--- config.mk ---
export PLATFORM = sky130hd
export DESIGN_NAME = gmx_gpio_top
export DESIGN_NICKNAME = d
export VERILOG_FILES = /design/src/rtl/gmx_pkg.sv /design/src/rtl/gmx_alarm_if.sv /design/src/rtl/gmx_pin_sync.sv /design/src/rtl/gmx_sticky_bank.sv /design/src/rtl/gmx_gpio_top.sv
export SDC_FILE = /design/constraint.sdc
export NUM_CORES = 1
export LEC_CHECK = 0
export ABC_CLOCK_PERIOD_IN_PS = 5300
export BUFFER_PORTS_ARGS = -buffer_cell sky130_fd_sc_hd__buf_2
export CORE_UTILIZATION = 40
export CTS_BUF_LIST = sky130_fd_sc_hd__clkbuf_8
export DETAILED_ROUTE_END_ITERATION = 10
export GPL_TIMING_DRIVEN = 0
export SLEW_MARGIN = 20
export SYNTH_ARGS = -nofsm -noshare
export SYNTH_HDL_FRONTEND = slang
export SYNTH_SLANG_ARGS = --single-unit
--- constraint.sdc ---
create_clock -name REF_CLK_IN -period 5.3 [get_ports REF_CLK_IN]
set_input_delay 1.06 -clock REF_CLK_IN [delete_from_list [all_inputs] [get_ports REF_CLK_IN]]
set_output_delay 1.06 -clock REF_CLK_IN [all_outputs]
set_load 0.01 [all_outputs]
--- src/rtl/gmx_pkg.sv ---
// constants and types shared by the gpio mode block
package gmx_pkg;
   localparam int NPIN     = 8;
   localparam int NCH      = 4;
   localparam int NALM     = 2 * NCH;
   localparam int AW       = 8;
   localparam int DW       = 32;
   localparam int LIVE_W   = 3 * NCH;
   localparam int SYNC_LEN = 3;

   typedef enum logic [2:0] {
      MODE_INPUT,
      MODE_OUTPUT,
      MODE_SIGMISS,
      MODE_LOCK_LIVE,
      MODE_LOCK_STICKY,
      MODE_HOLD_LIVE,
      MODE_HOLD_STICKY,
      MODE_ALERT
   } gmx_mode_e;

   // per-pin configuration word layout
   localparam int MODE_LSB = 0;
   localparam int MODE_W   = 3;
   localparam int INV_BIT  = 3;
   localparam int SRC_LSB  = 4;
   localparam int SRC_W    = 2;
   localparam int OD_BIT   = 6;
   localparam int CFG_W    = 7;

   // alarm vector layout: loss of lock first, holdover after
   localparam int LOCK_BASE = 0;
   localparam int HOLD_BASE = NCH;

   localparam logic [AW-1:0] ADDR_IN_VAL    = 8'h00;
   localparam logic [AW-1:0] ADDR_OUT_VAL   = 8'h04;
   localparam logic [AW-1:0] ADDR_CFG_BASE  = 8'h08;
   localparam int            CFG_STRIDE     = 4;
   localparam logic [AW-1:0] ADDR_LIVE      = 8'h28;
   localparam logic [AW-1:0] ADDR_STICKY    = 8'h2C;
   localparam logic [AW-1:0] ADDR_STICKY_CLR = 8'h30;
   localparam logic [AW-1:0] ADDR_ALERT_EN  = 8'h34;
   localparam logic [AW-1:0] ADDR_IRQ_STAT  = 8'h38;
   localparam logic [AW-1:0] ADDR_IRQ_MASK  = 8'h3C;

   localparam logic [CFG_W-1:0] CFG_RST      = 7'h00;
   localparam logic [NPIN-1:0]  OUT_VAL_RST  = 8'h00;
   localparam logic [NALM-1:0]  ALERT_EN_RST = 8'h00;
   localparam logic [NALM-1:0]  IRQ_MASK_RST = 8'h00;
endpackage

--- src/rtl/gmx_alarm_if.sv ---
// live alarms, sticky flags and clears between core and sticky bank
`timescale 1ns/1ps
`default_nettype none
interface gmx_alarm_if;
   logic [gmx_pkg::NALM-1:0] live;
   logic [gmx_pkg::NALM-1:0] clr;
   logic [gmx_pkg::NALM-1:0] sticky;
   logic [gmx_pkg::NALM-1:0] evt;
   modport bank (input live, input clr, output sticky, output evt);
   modport core (output live, output clr, input sticky, input evt);
endinterface
`default_nettype wire

--- src/rtl/gmx_pin_sync.sv ---
// three-stage pin synchroniser, value taken once stages two and three agree
`timescale 1ns/1ps
`default_nettype none
module gmx_pin_sync (
   input  wire logic                      clk_in,
   input  wire logic                      rst_n_in,
   input  wire logic [gmx_pkg::NPIN-1:0]  pin_in,
   output logic      [gmx_pkg::NPIN-1:0]  val_out
);
   logic [gmx_pkg::SYNC_LEN-1:0] stage_r [gmx_pkg::NPIN];
   logic [gmx_pkg::NPIN-1:0]     val_r;

   genvar g;
   generate
      for (g = 0; g < gmx_pkg::NPIN; g++) begin : g_bit
         wire agree_w = stage_r[g][1] == stage_r[g][2];
         always_ff @(posedge clk_in or negedge rst_n_in) begin
            if (!rst_n_in) begin
               stage_r[g] <= '0;
               val_r[g]   <= 1'b0;
            end else begin
               stage_r[g] <= {stage_r[g][1:0], pin_in[g]};
               if (agree_w) begin
                  val_r[g] <= stage_r[g][2];
               end
            end
         end
      end
   endgenerate

   assign val_out = val_r;
endmodule
`default_nettype wire

--- src/rtl/gmx_sticky_bank.sv ---
// sticky change flags for every live alarm, set wins over clear
`timescale 1ns/1ps
`default_nettype none
module gmx_sticky_bank (
   input  wire logic    clk_in,
   input  wire logic    rst_n_in,
   gmx_alarm_if.bank    alm
);
   logic [gmx_pkg::NALM-1:0] prev_r;
   logic [gmx_pkg::NALM-1:0] sticky_r;
   logic [gmx_pkg::NALM-1:0] evt_r;
   logic                     arm_r;

   // first cycle after reset only loads the history
   always_ff @(posedge clk_in or negedge rst_n_in) begin
      if (!rst_n_in) begin
         arm_r <= 1'b0;
      end else begin
         arm_r <= 1'b1;
      end
   end

   genvar g;
   generate
      for (g = 0; g < gmx_pkg::NALM; g++) begin : g_alm
         wire chg_w = arm_r && (alm.live[g] != prev_r[g]);
         always_ff @(posedge clk_in or negedge rst_n_in) begin
            if (!rst_n_in) begin
               prev_r[g]   <= 1'b0;
               sticky_r[g] <= 1'b0;
               evt_r[g]    <= 1'b0;
            end else begin
               prev_r[g]   <= alm.live[g];
               evt_r[g]    <= chg_w;
               sticky_r[g] <= chg_w | (sticky_r[g] & ~alm.clr[g]);
            end
         end
      end
   endgenerate

   assign alm.sticky = sticky_r;
   assign alm.evt    = evt_r;
endmodule
`default_nettype wire

--- src/rtl/gmx_gpio_top.sv ---
// multi-mode gpio pins with alarm outputs, sticky flags and register port
// Function
// - each pin configured on its own into one mode, any source per pin.
// - configured modes act only after the device reset sequence completes.
// - input mode samples pin into readable register; input mode is default.
// - output mode drives pin to level from a writable register.
// - pins with identical alarm configuration drive identical values.
// - signal-missing mode drives high on monitor alarm, invertible by register.
// - signal-missing output follows live monitor alarm; monitor chosen by register.
// - lock and holdover modes take their loop channel from register.
// - live lock mode drives high while chosen loop is not locked.
// - sticky lock mode sets high on lock entry or exit and holds.
// - live holdover mode drives high while chosen digital loop is in holdover.
// - sticky holdover mode sets high on holdover entry or exit and holds.
// - sticky lock and holdover modes offer polarity inversion by register.
// - sticky alarm holds until software writes the sticky clear register.
// - alert mode drives OR of enabled sticky bits, active high, invertible.
// - alert drops only after every contributing sticky bit is cleared.
// - sticky bit sets on every live alarm change, both directions; sticky bits exist for lock and holdover alarms only, none for signal missing.
// - lock counts only when digital loop and analog loop are both locked.
//
// Local design decisions: the placing of the registers and strobed register access.
`timescale 1ns/1ps
`default_nettype none
module gmx_gpio_top (
   input  wire logic                        REF_CLK_IN,
   input  wire logic                        RST_B_IN,
   input  wire logic                        RESET_DONE_IN,
   input  wire logic [gmx_pkg::NPIN-1:0]    GPIO_IN,
   input  wire logic [gmx_pkg::NCH-1:0]     SIGNAL_MISSING_ALARM_IN,
   input  wire logic [gmx_pkg::NCH-1:0]     DIGITAL_LOCK_LOOP_LOCKED_IN,
   input  wire logic [gmx_pkg::NCH-1:0]     DIGITAL_LOCK_LOOP_HOLDOVER_IN,
   input  wire logic                        ANALOG_LOCK_LOOP_LOCKED_IN,
   input  wire logic [gmx_pkg::AW-1:0]      ADDR_IN,
   input  wire logic [gmx_pkg::DW-1:0]      WR_DATA_IN,
   input  wire logic                        WR_EN_IN,
   input  wire logic                        RD_EN_IN,
   output logic      [gmx_pkg::DW-1:0]      RD_DATA_OUT,
   output logic      [gmx_pkg::NPIN-1:0]    GPIO_OUT,
   output logic      [gmx_pkg::NPIN-1:0]    GPIO_OE_OUT,
   output logic                             IRQ_OUT
);
   logic [1:0]                      rst_sync_r;
   wire                             rst_n;
   logic [gmx_pkg::NPIN-1:0]        in_val;
   logic [gmx_pkg::NPIN-1:0]        out_val_r;
   logic [gmx_pkg::CFG_W-1:0]       cfg_r     [gmx_pkg::NPIN];
   logic [gmx_pkg::CFG_W-1:0]       cfg_rdv   [gmx_pkg::NPIN];
   logic [gmx_pkg::CFG_W-1:0]       cfg_rd;
   logic [gmx_pkg::NPIN-1:0]        cfg_hit;
   gmx_pkg::gmx_mode_e              mode_w    [gmx_pkg::NPIN];
   logic [gmx_pkg::NPIN-1:0]        inv_w;
   logic [gmx_pkg::NPIN-1:0]        od_w;
   logic [gmx_pkg::SRC_W-1:0]       src_w     [gmx_pkg::NPIN];
   logic [gmx_pkg::NPIN-1:0]        pin_nxt;
   logic [gmx_pkg::NPIN-1:0]        oe_nxt;
   logic [gmx_pkg::NPIN-1:0]        gpio_out_r;
   logic [gmx_pkg::NPIN-1:0]        gpio_oe_r;
   logic [gmx_pkg::NCH-1:0]         lock_loss_w;
   logic [gmx_pkg::NALM-1:0]        alert_en_r;
   logic [gmx_pkg::NALM-1:0]        irq_stat_r;
   logic [gmx_pkg::NALM-1:0]        irq_mask_r;
   logic                            irq_r;
   logic [gmx_pkg::DW-1:0]          rd_mux;
   logic [gmx_pkg::DW-1:0]          rd_data_r;
   logic [gmx_pkg::LIVE_W-1:0]      live_rd;
   wire                             alert_w;

   gmx_alarm_if alm ();

   // reset release through two flops
   always_ff @(posedge REF_CLK_IN or negedge RST_B_IN) begin
      if (!RST_B_IN) begin
         rst_sync_r <= 2'h0;
      end else begin
         rst_sync_r <= {rst_sync_r[0], 1'b1};
      end
   end
   assign rst_n = rst_sync_r[1];

   gmx_pin_sync u_sync (
      .clk_in   (REF_CLK_IN),
      .rst_n_in (rst_n),
      .pin_in   (GPIO_IN),
      .val_out  (in_val)
   );

   gmx_sticky_bank u_bank (
      .clk_in   (REF_CLK_IN),
      .rst_n_in (rst_n),
      .alm      (alm.bank)
   );

   // live alarm vector
   assign lock_loss_w = ~(DIGITAL_LOCK_LOOP_LOCKED_IN & {gmx_pkg::NCH{ANALOG_LOCK_LOOP_LOCKED_IN}});
   assign alm.live    = {DIGITAL_LOCK_LOOP_HOLDOVER_IN, lock_loss_w};
   assign live_rd     = {DIGITAL_LOCK_LOOP_HOLDOVER_IN, lock_loss_w, SIGNAL_MISSING_ALARM_IN};
   assign alert_w     = |(alm.sticky & alert_en_r);

   // register port decode
   wire wr_out_val  = WR_EN_IN && ADDR_IN == gmx_pkg::ADDR_OUT_VAL;
   wire wr_clr      = WR_EN_IN && ADDR_IN == gmx_pkg::ADDR_STICKY_CLR;
   wire wr_alert_en = WR_EN_IN && ADDR_IN == gmx_pkg::ADDR_ALERT_EN;
   wire wr_irq_mask = WR_EN_IN && ADDR_IN == gmx_pkg::ADDR_IRQ_MASK;
   wire rd_irq_stat = RD_EN_IN && ADDR_IN == gmx_pkg::ADDR_IRQ_STAT;

   assign alm.clr = wr_clr ? WR_DATA_IN[gmx_pkg::NALM-1:0] : '0;

   genvar g;
   generate
      for (g = 0; g < gmx_pkg::NPIN; g++) begin : g_pin
         localparam logic [gmx_pkg::AW-1:0] CFG_ADDR =
            gmx_pkg::ADDR_CFG_BASE + gmx_pkg::AW'(g * gmx_pkg::CFG_STRIDE);
         logic alarm_raw;

         assign cfg_hit[g] = ADDR_IN == CFG_ADDR;
         assign cfg_rdv[g] = cfg_hit[g] ? cfg_r[g] : '0;
         assign mode_w[g]  = gmx_pkg::gmx_mode_e'(cfg_r[g][gmx_pkg::MODE_LSB +: gmx_pkg::MODE_W]);
         assign inv_w[g]   = cfg_r[g][gmx_pkg::INV_BIT];
         assign od_w[g]    = cfg_r[g][gmx_pkg::OD_BIT];
         assign src_w[g]   = cfg_r[g][gmx_pkg::SRC_LSB +: gmx_pkg::SRC_W];

         always_ff @(posedge REF_CLK_IN or negedge rst_n) begin
            if (!rst_n) begin
               cfg_r[g] <= gmx_pkg::CFG_RST;
            end else if (WR_EN_IN && cfg_hit[g]) begin
               cfg_r[g] <= WR_DATA_IN[gmx_pkg::CFG_W-1:0];
            end
         end

         // same configuration gives same value on every pin
         always_comb begin
            case (mode_w[g])
               gmx_pkg::MODE_SIGMISS:     alarm_raw = SIGNAL_MISSING_ALARM_IN[src_w[g]];
               gmx_pkg::MODE_LOCK_LIVE:   alarm_raw = lock_loss_w[src_w[g]];
               gmx_pkg::MODE_LOCK_STICKY: alarm_raw = alm.sticky[gmx_pkg::LOCK_BASE + int'(src_w[g])];
               gmx_pkg::MODE_HOLD_LIVE:   alarm_raw = DIGITAL_LOCK_LOOP_HOLDOVER_IN[src_w[g]];
               gmx_pkg::MODE_HOLD_STICKY: alarm_raw = alm.sticky[gmx_pkg::HOLD_BASE + int'(src_w[g])];
               gmx_pkg::MODE_ALERT:       alarm_raw = alert_w;
               default:                   alarm_raw = 1'b0;
            endcase
         end

         always_comb begin
            case (mode_w[g])
               gmx_pkg::MODE_INPUT:  pin_nxt[g] = 1'b0;
               gmx_pkg::MODE_OUTPUT: pin_nxt[g] = out_val_r[g];
               default:              pin_nxt[g] = alarm_raw ^ inv_w[g];
            endcase
         end

         // open drain only enables the driver for a low level
         assign oe_nxt[g] = RESET_DONE_IN && mode_w[g] != gmx_pkg::MODE_INPUT
                            && (!od_w[g] || !pin_nxt[g]);
      end
   endgenerate

   always_comb begin
      cfg_rd = '0;
      for (int i = 0; i < gmx_pkg::NPIN; i++) begin
         cfg_rd = cfg_rd | cfg_rdv[i];
      end
   end

   assign rd_mux =
      (ADDR_IN == gmx_pkg::ADDR_IN_VAL)   ? gmx_pkg::DW'(in_val) :
      (ADDR_IN == gmx_pkg::ADDR_OUT_VAL)  ? gmx_pkg::DW'(out_val_r) :
      (ADDR_IN == gmx_pkg::ADDR_LIVE)     ? gmx_pkg::DW'(live_rd) :
      (ADDR_IN == gmx_pkg::ADDR_STICKY)   ? gmx_pkg::DW'(alm.sticky) :
      (ADDR_IN == gmx_pkg::ADDR_ALERT_EN) ? gmx_pkg::DW'(alert_en_r) :
      (ADDR_IN == gmx_pkg::ADDR_IRQ_STAT) ? gmx_pkg::DW'(irq_stat_r) :
      (ADDR_IN == gmx_pkg::ADDR_IRQ_MASK) ? gmx_pkg::DW'(irq_mask_r) :
      (|cfg_hit)                          ? gmx_pkg::DW'(cfg_rd) : '0;

   // software registers
   always_ff @(posedge REF_CLK_IN or negedge rst_n) begin
      if (!rst_n) begin
         out_val_r  <= gmx_pkg::OUT_VAL_RST;
         alert_en_r <= gmx_pkg::ALERT_EN_RST;
         irq_mask_r <= gmx_pkg::IRQ_MASK_RST;
      end else begin
         if (wr_out_val) out_val_r <= WR_DATA_IN[gmx_pkg::NPIN-1:0];
         if (wr_alert_en) alert_en_r <= WR_DATA_IN[gmx_pkg::NALM-1:0];
         if (wr_irq_mask) irq_mask_r <= WR_DATA_IN[gmx_pkg::NALM-1:0];
      end
   end

   // interrupt status: set by alarm change, cleared by read, set wins
   always_ff @(posedge REF_CLK_IN or negedge rst_n) begin
      if (!rst_n) begin
         irq_stat_r <= '0;
         irq_r      <= 1'b0;
      end else begin
         irq_stat_r <= alm.evt | (rd_irq_stat ? '0 : irq_stat_r);
         irq_r      <= |(irq_stat_r & irq_mask_r);
      end
   end

   // pins and read data
   always_ff @(posedge REF_CLK_IN or negedge rst_n) begin
      if (!rst_n) begin
         gpio_out_r <= '0;
         gpio_oe_r  <= '0;
         rd_data_r  <= '0;
      end else begin
         gpio_out_r <= RESET_DONE_IN ? pin_nxt : '0;
         gpio_oe_r  <= oe_nxt;
         rd_data_r  <= RD_EN_IN ? rd_mux : '0;
      end
   end

   assign GPIO_OUT    = gpio_out_r;
   assign GPIO_OE_OUT = gpio_oe_r;
   assign IRQ_OUT     = irq_r;
   assign RD_DATA_OUT = rd_data_r;
endmodule
`default_nettype wire

==> flow_results.xml <==
<?xml version="1.0" encoding="UTF-8"?>
<metrics>
  <group name="worst_setup_path">
    <metric name="critical_path_data_arrival_time" unit="ns">3.32</metric>
    <metric name="timing.critical_path.to_type" unit="">register</metric>
    <metric name="critical_path_buf_inv_count" unit="">1</metric>
    <metric name="cp_cell_sequence" unit="">buf_2 -&gt; nor4_2 -&gt; nand2_1 -&gt; o22ai_1 -&gt; a221oi_1 -&gt; a221o_1 -&gt; a31oi_1</metric>
    <metric name="reg2reg_from" unit="">alert_en_r[4]</metric>
    <metric name="critical_path_required" unit="ns">5.65</metric>
    <metric name="worst_path_max_delay_cell" unit="">nor4_2</metric>
    <metric name="worstPathMaxFanout" unit="">6</metric>
    <metric name="critPathLaunchType" unit="">input pin</metric>
    <metric name="worst-setup-path-type" unit="">input pin to register</metric>
    <metric name="cpPeakStageDelay" unit="ns">0.84</metric>
    <metric name="setup.worst_path.start" unit="">ADDR_IN[2]</metric>
    <metric name="cp_top_family" unit="">simple AND/OR/NAND/NOR gates</metric>
  </group>
  <group name="power_and_ir_drop">
    <metric name="power.leakage" unit="nW">4.70</metric>
    <metric name="power.share.sequential" unit="">0.514</metric>
    <metric name="cellPowerDensity" unit="nW/µm²">259</metric>
    <metric name="irDropWorstVdd" unit="V">0.000247</metric>
    <metric name="share_comb_of_total_power" unit="">0.144</metric>
    <metric name="switching_share" unit="">0.311</metric>
    <metric name="clockPowerShare" unit="">0.342</metric>
    <metric name="net-switching-power" unit="µW">883</metric>
    <metric name="internal-power" unit="mW">1.96</metric>
  </group>
  <group name="synth">
    <metric name="synth_seq_cells" unit="">176</metric>
    <metric name="ys.flop_type" unit="">dfrtp_1</metric>
    <metric name="count_of_different_cell_masters_after_synthesis" unit="">77</metric>
    <metric name="netlist_area" unit="µm²">9680</metric>
    <metric name="syn_area_per_cell" unit="µm²">10.9</metric>
    <metric name="synth-edff-count" unit="">0</metric>
    <metric name="postSynth.asyncResetShare" unit="">1.00</metric>
    <metric name="syn_inst" unit="">888</metric>
    <metric name="ys_warn_count" unit="">0</metric>
    <metric name="share_of_the_yosys_chip_area_belonging_to_registers" unit="">0.455</metric>
  </group>
  <group name="sta">
    <metric name="fin_crit_share" unit="">0.560</metric>
    <metric name="slew_headroom" unit="">0.341</metric>
    <metric name="grt_setup_unrepaired" unit="">no</metric>
    <metric name="maxSlewViolCount" unit="">0</metric>
    <metric name="timing.final.crit_period" unit="ns">2.97</metric>
    <metric name="setup_tns" unit="ns">0</metric>
    <metric name="timing.final.hold_violations" unit="">0</metric>
    <metric name="worst-slew-pin-transition" unit="ns">0.988</metric>
    <metric name="fmaxAchievable" unit="MHz">337</metric>
    <metric name="timing.final.setup_violations" unit="">0</metric>
    <metric name="skew" unit="ns">0.0232</metric>
  </group>
  <group name="cts">
    <metric name="clock_path_buffers" unit="">2</metric>
    <metric name="tritoncts" unit="">yes</metric>
    <metric name="post_cts_buffers" unit="">0</metric>
    <metric name="post_cts_gate_resize_count" unit="">0</metric>
    <metric name="clock-root-buffer" unit="">clkbuf_8</metric>
    <metric name="hold_buffer_count_at_cts" unit="">0</metric>
    <metric name="cts-buffers-inserted" unit="">17</metric>
    <metric name="clk_pin_slew" unit="ns">0.10</metric>
    <metric name="cts.htree.levels" unit="">4</metric>
    <metric name="clock_sink_count" unit="">176</metric>
    <metric name="clock_latency" unit="ns">0.48</metric>
  </group>
  <group name="routing">
    <metric name="detail_route.first_pass.iterations" unit="">5</metric>
    <metric name="remaining_drc_errors" unit="">0</metric>
    <metric name="drtIter0Drc" unit="">858</metric>
    <metric name="vias" unit="">8009</metric>
    <metric name="detail_route.wl_per_cell" unit="µm">24.3</metric>
    <metric name="vias_per_cell" unit="">6.04</metric>
    <metric name="detail-route-antenna-nets" unit="">0</metric>
    <metric name="post_route_wl" unit="mm">32.2</metric>
  </group>
  <group name="finish">
    <metric name="regArea" unit="µm²">4410</metric>
    <metric name="combined_area_of_the_multi_input_logic_cells" unit="µm²">4800</metric>
    <metric name="finish.cell_count_without_fillers" unit="">1326</metric>
    <metric name="drive_above_1_share" unit="">0.221</metric>
    <metric name="flow.area_growth_from_synthesis" unit="%">13.3</metric>
    <metric name="fill_cells" unit="">2266</metric>
    <metric name="design.final.nets" unit="">1060</metric>
    <metric name="n_antenna_cell" unit="">0</metric>
  </group>
  <group name="placement">
    <metric name="dpl.hpwl" unit="mm">22.4</metric>
    <metric name="place.gp.congestion" unit="">0.983</metric>
    <metric name="dpl.cell_count" unit="">1294</metric>
    <metric name="numPortBuffers" unit="">64</metric>
  </group>
  <group name="grt">
    <metric name="first_global_vias" unit="">7614</metric>
    <metric name="grt_max_degree" unit="">56</metric>
    <metric name="grt_remaining_overflow" unit="">0</metric>
    <metric name="grt_first_pass_wirelength" unit="mm">48.0</metric>
    <metric name="grt_antenna_before_repair" unit="">0</metric>
    <metric name="global_route.usage.total" unit="">0.270</metric>
  </group>
  <group name="min_path">
    <metric name="hold_path.class" unit="">register to async pin</metric>
  </group>
  <group name="floorplanning">
    <metric name="starting_density" unit="">0.410</metric>
    <metric name="core_box_area" unit="µm²">23600</metric>
    <metric name="top_level_ports" unit="">115</metric>
    <metric name="chipWidth" unit="µm">158</metric>
    <metric name="floorplan_die_area" unit="µm²">24800</metric>
    <metric name="rows" unit="">56</metric>
    <metric name="dieHeight" unit="µm">158</metric>
  </group>
  <group name="flow_run">
    <metric name="max_cap_viol_count" unit="">0</metric>
  </group>
  <group name="run_status">
    <metric name="status" unit="">completed</metric>
  </group>
</metrics>
==> cell usage after synthesis, types with 6 or more instances <==
| library cell | count | share of area |
|---|---|---|
| buf_2 | 10 | 0.0052 |
| mux2_2 | 67 | 0.078 |
| o21ai_1 | 9 | 0.0047 |
| mux4_2 | 11 | 0.026 |
| a21o_1 | 17 | 0.013 |
| buf_4 | 20 | 0.016 |
| o31ai_1 | 8 | 0.0062 |
| nand2b_1 | 6 | 0.0039 |
| a22oi_1 | 35 | 0.027 |
| nor3_1 | 6 | 0.0031 |
| xor2_1 | 8 | 0.0072 |
| nor2b_1 | 24 | 0.016 |
| clkbuf_1 | 61 | 0.024 |
| and3_1 | 14 | 0.0090 |
| nand2_1 | 46 | 0.018 |
| o22ai_1 | 10 | 0.0065 |
| mux2_1 | 31 | 0.036 |
| nor2_1 | 27 | 0.010 |
| a31oi_1 | 23 | 0.015 |
| a21oi_1 | 21 | 0.011 |
| inv_1 | 19 | 0.0074 |
| a221oi_1 | 10 | 0.0090 |
| o21ai_0 | 27 | 0.014 |
| maj3_1 | 8 | 0.0083 |
| dfrtp_1 | 176 | 0.46 |
| mux2i_1 | 33 | 0.034 |
| nand3_1 | 27 | 0.014 |
| and2_1 | 15 | 0.0097 |
| o22a_1 | 7 | 0.0063 |
| a22o_1 | 6 | 0.0054 |
==> layout by cell type (no fill, tap or decap), drive strengths merged, types with 14 or more instances in the layout <==
cell,count
and3,14
clkbuf,78
dfrtp,176
nor2b,24
conb,22
buf,103
mux2,101
mux2i,33
nand2,47
and2,15
o21ai,36
inv,28
a21o,17
a22oi,35
a21oi,21
nor2,28
a31oi,23
nand3,27
==> power by group through the flow <==
stage	Combinational (mW)	Sequential, mW	Clock, mW
floorplan	0.242	1.48	0
global placement	0.368	1.51	0
detailed placement	0.402	1.49	0
CTS	0.403	1.46	0.992
global route	0.442	1.47	1.04
finish	0.409	1.46	0.972
==> routing by layer <==
layer	up-vias	wire length (µm)	track usage
met5	-	0	0
met4	0	878	0.0837
met3	53	2790	0.0465
met2	430	14300	0.409
met1	4011	14200	0.391
li1	3515	-	-
==> worst paths after layout <==
check,endpoint,slack (ns),cells past startpoint
worst max-delay path,RD_DATA_OUT[5],2.33,7
worst min-delay path,u_bank.prev_r[4],0.27,0
worst max register to register,GPIO_OE_OUT[6],2.52,5
worst min register to register,u_bank.prev_r[4],0.27,0
max in group asynchronous,cfg_r[36],4.11,2
min in group REF_CLK_IN,u_sync.stage_r[19],0.36,0
==> registers in the layout, summed over array words and instances, names as in the netlist, 8 cells and up <==
register	count
u_sync.stage_r	24
u_bank.alm.evt	8
u_bank.alm.sticky	8
GPIO_OE_OUT	8
GPIO_OUT	8
u_sync.val_out	8
out_val_r	8
irq_stat_r	8
u_bank.prev_r	8
irq_mask_r	8
cfg_r	56
alert_en_r	8
RD_DATA_OUT	12
==> cells by family (layout without fill, tap and decap cells) <==
logic type               after synthesis  in the layout  share of synthesized area
AO/OA/AOI/OAI                        235            235                      0.179
AND/OR/NAND/NOR                      197            197                      0.112
buffers and inverters                116            215                     0.0564
XOR/XNOR                               8              8                    0.00724
adder cells (fa/ha/maj)                8              8                    0.00827
other                                  2             22                   0.000776
flip-flops                           176            176                      0.455
multiplexers                         146            146                      0.181
==> metrics by stage <==
step	utilization	total power, mW	setup slack [ns]	hold slack (ns)	cell area [µm²]
floorplan	-	1.73	0.0327	0.331	9750
global placement	0.444	1.87	-2.15	0.334	10500
detailed placement	0.447	1.89	1.92	0.286	10600
CTS	0.464	2.85	2.43	0.295	11000
global route	0.464	2.95	2.30	0.317	11000
finish	0.464	2.84	2.33	0.273	11000
==> area by class of cell <==
class	count	area share
buffer	97	0.0433
sequential	176	0.402
clock buffer	17	0.0213
tap	319	0.0364
clock inverter	15	0.0154
timing repair buffer	67	0.0367
multi-input combinational	616	0.438
inverter	19	0.00651
No activity file was read; power rests on OpenSTA's default activity.
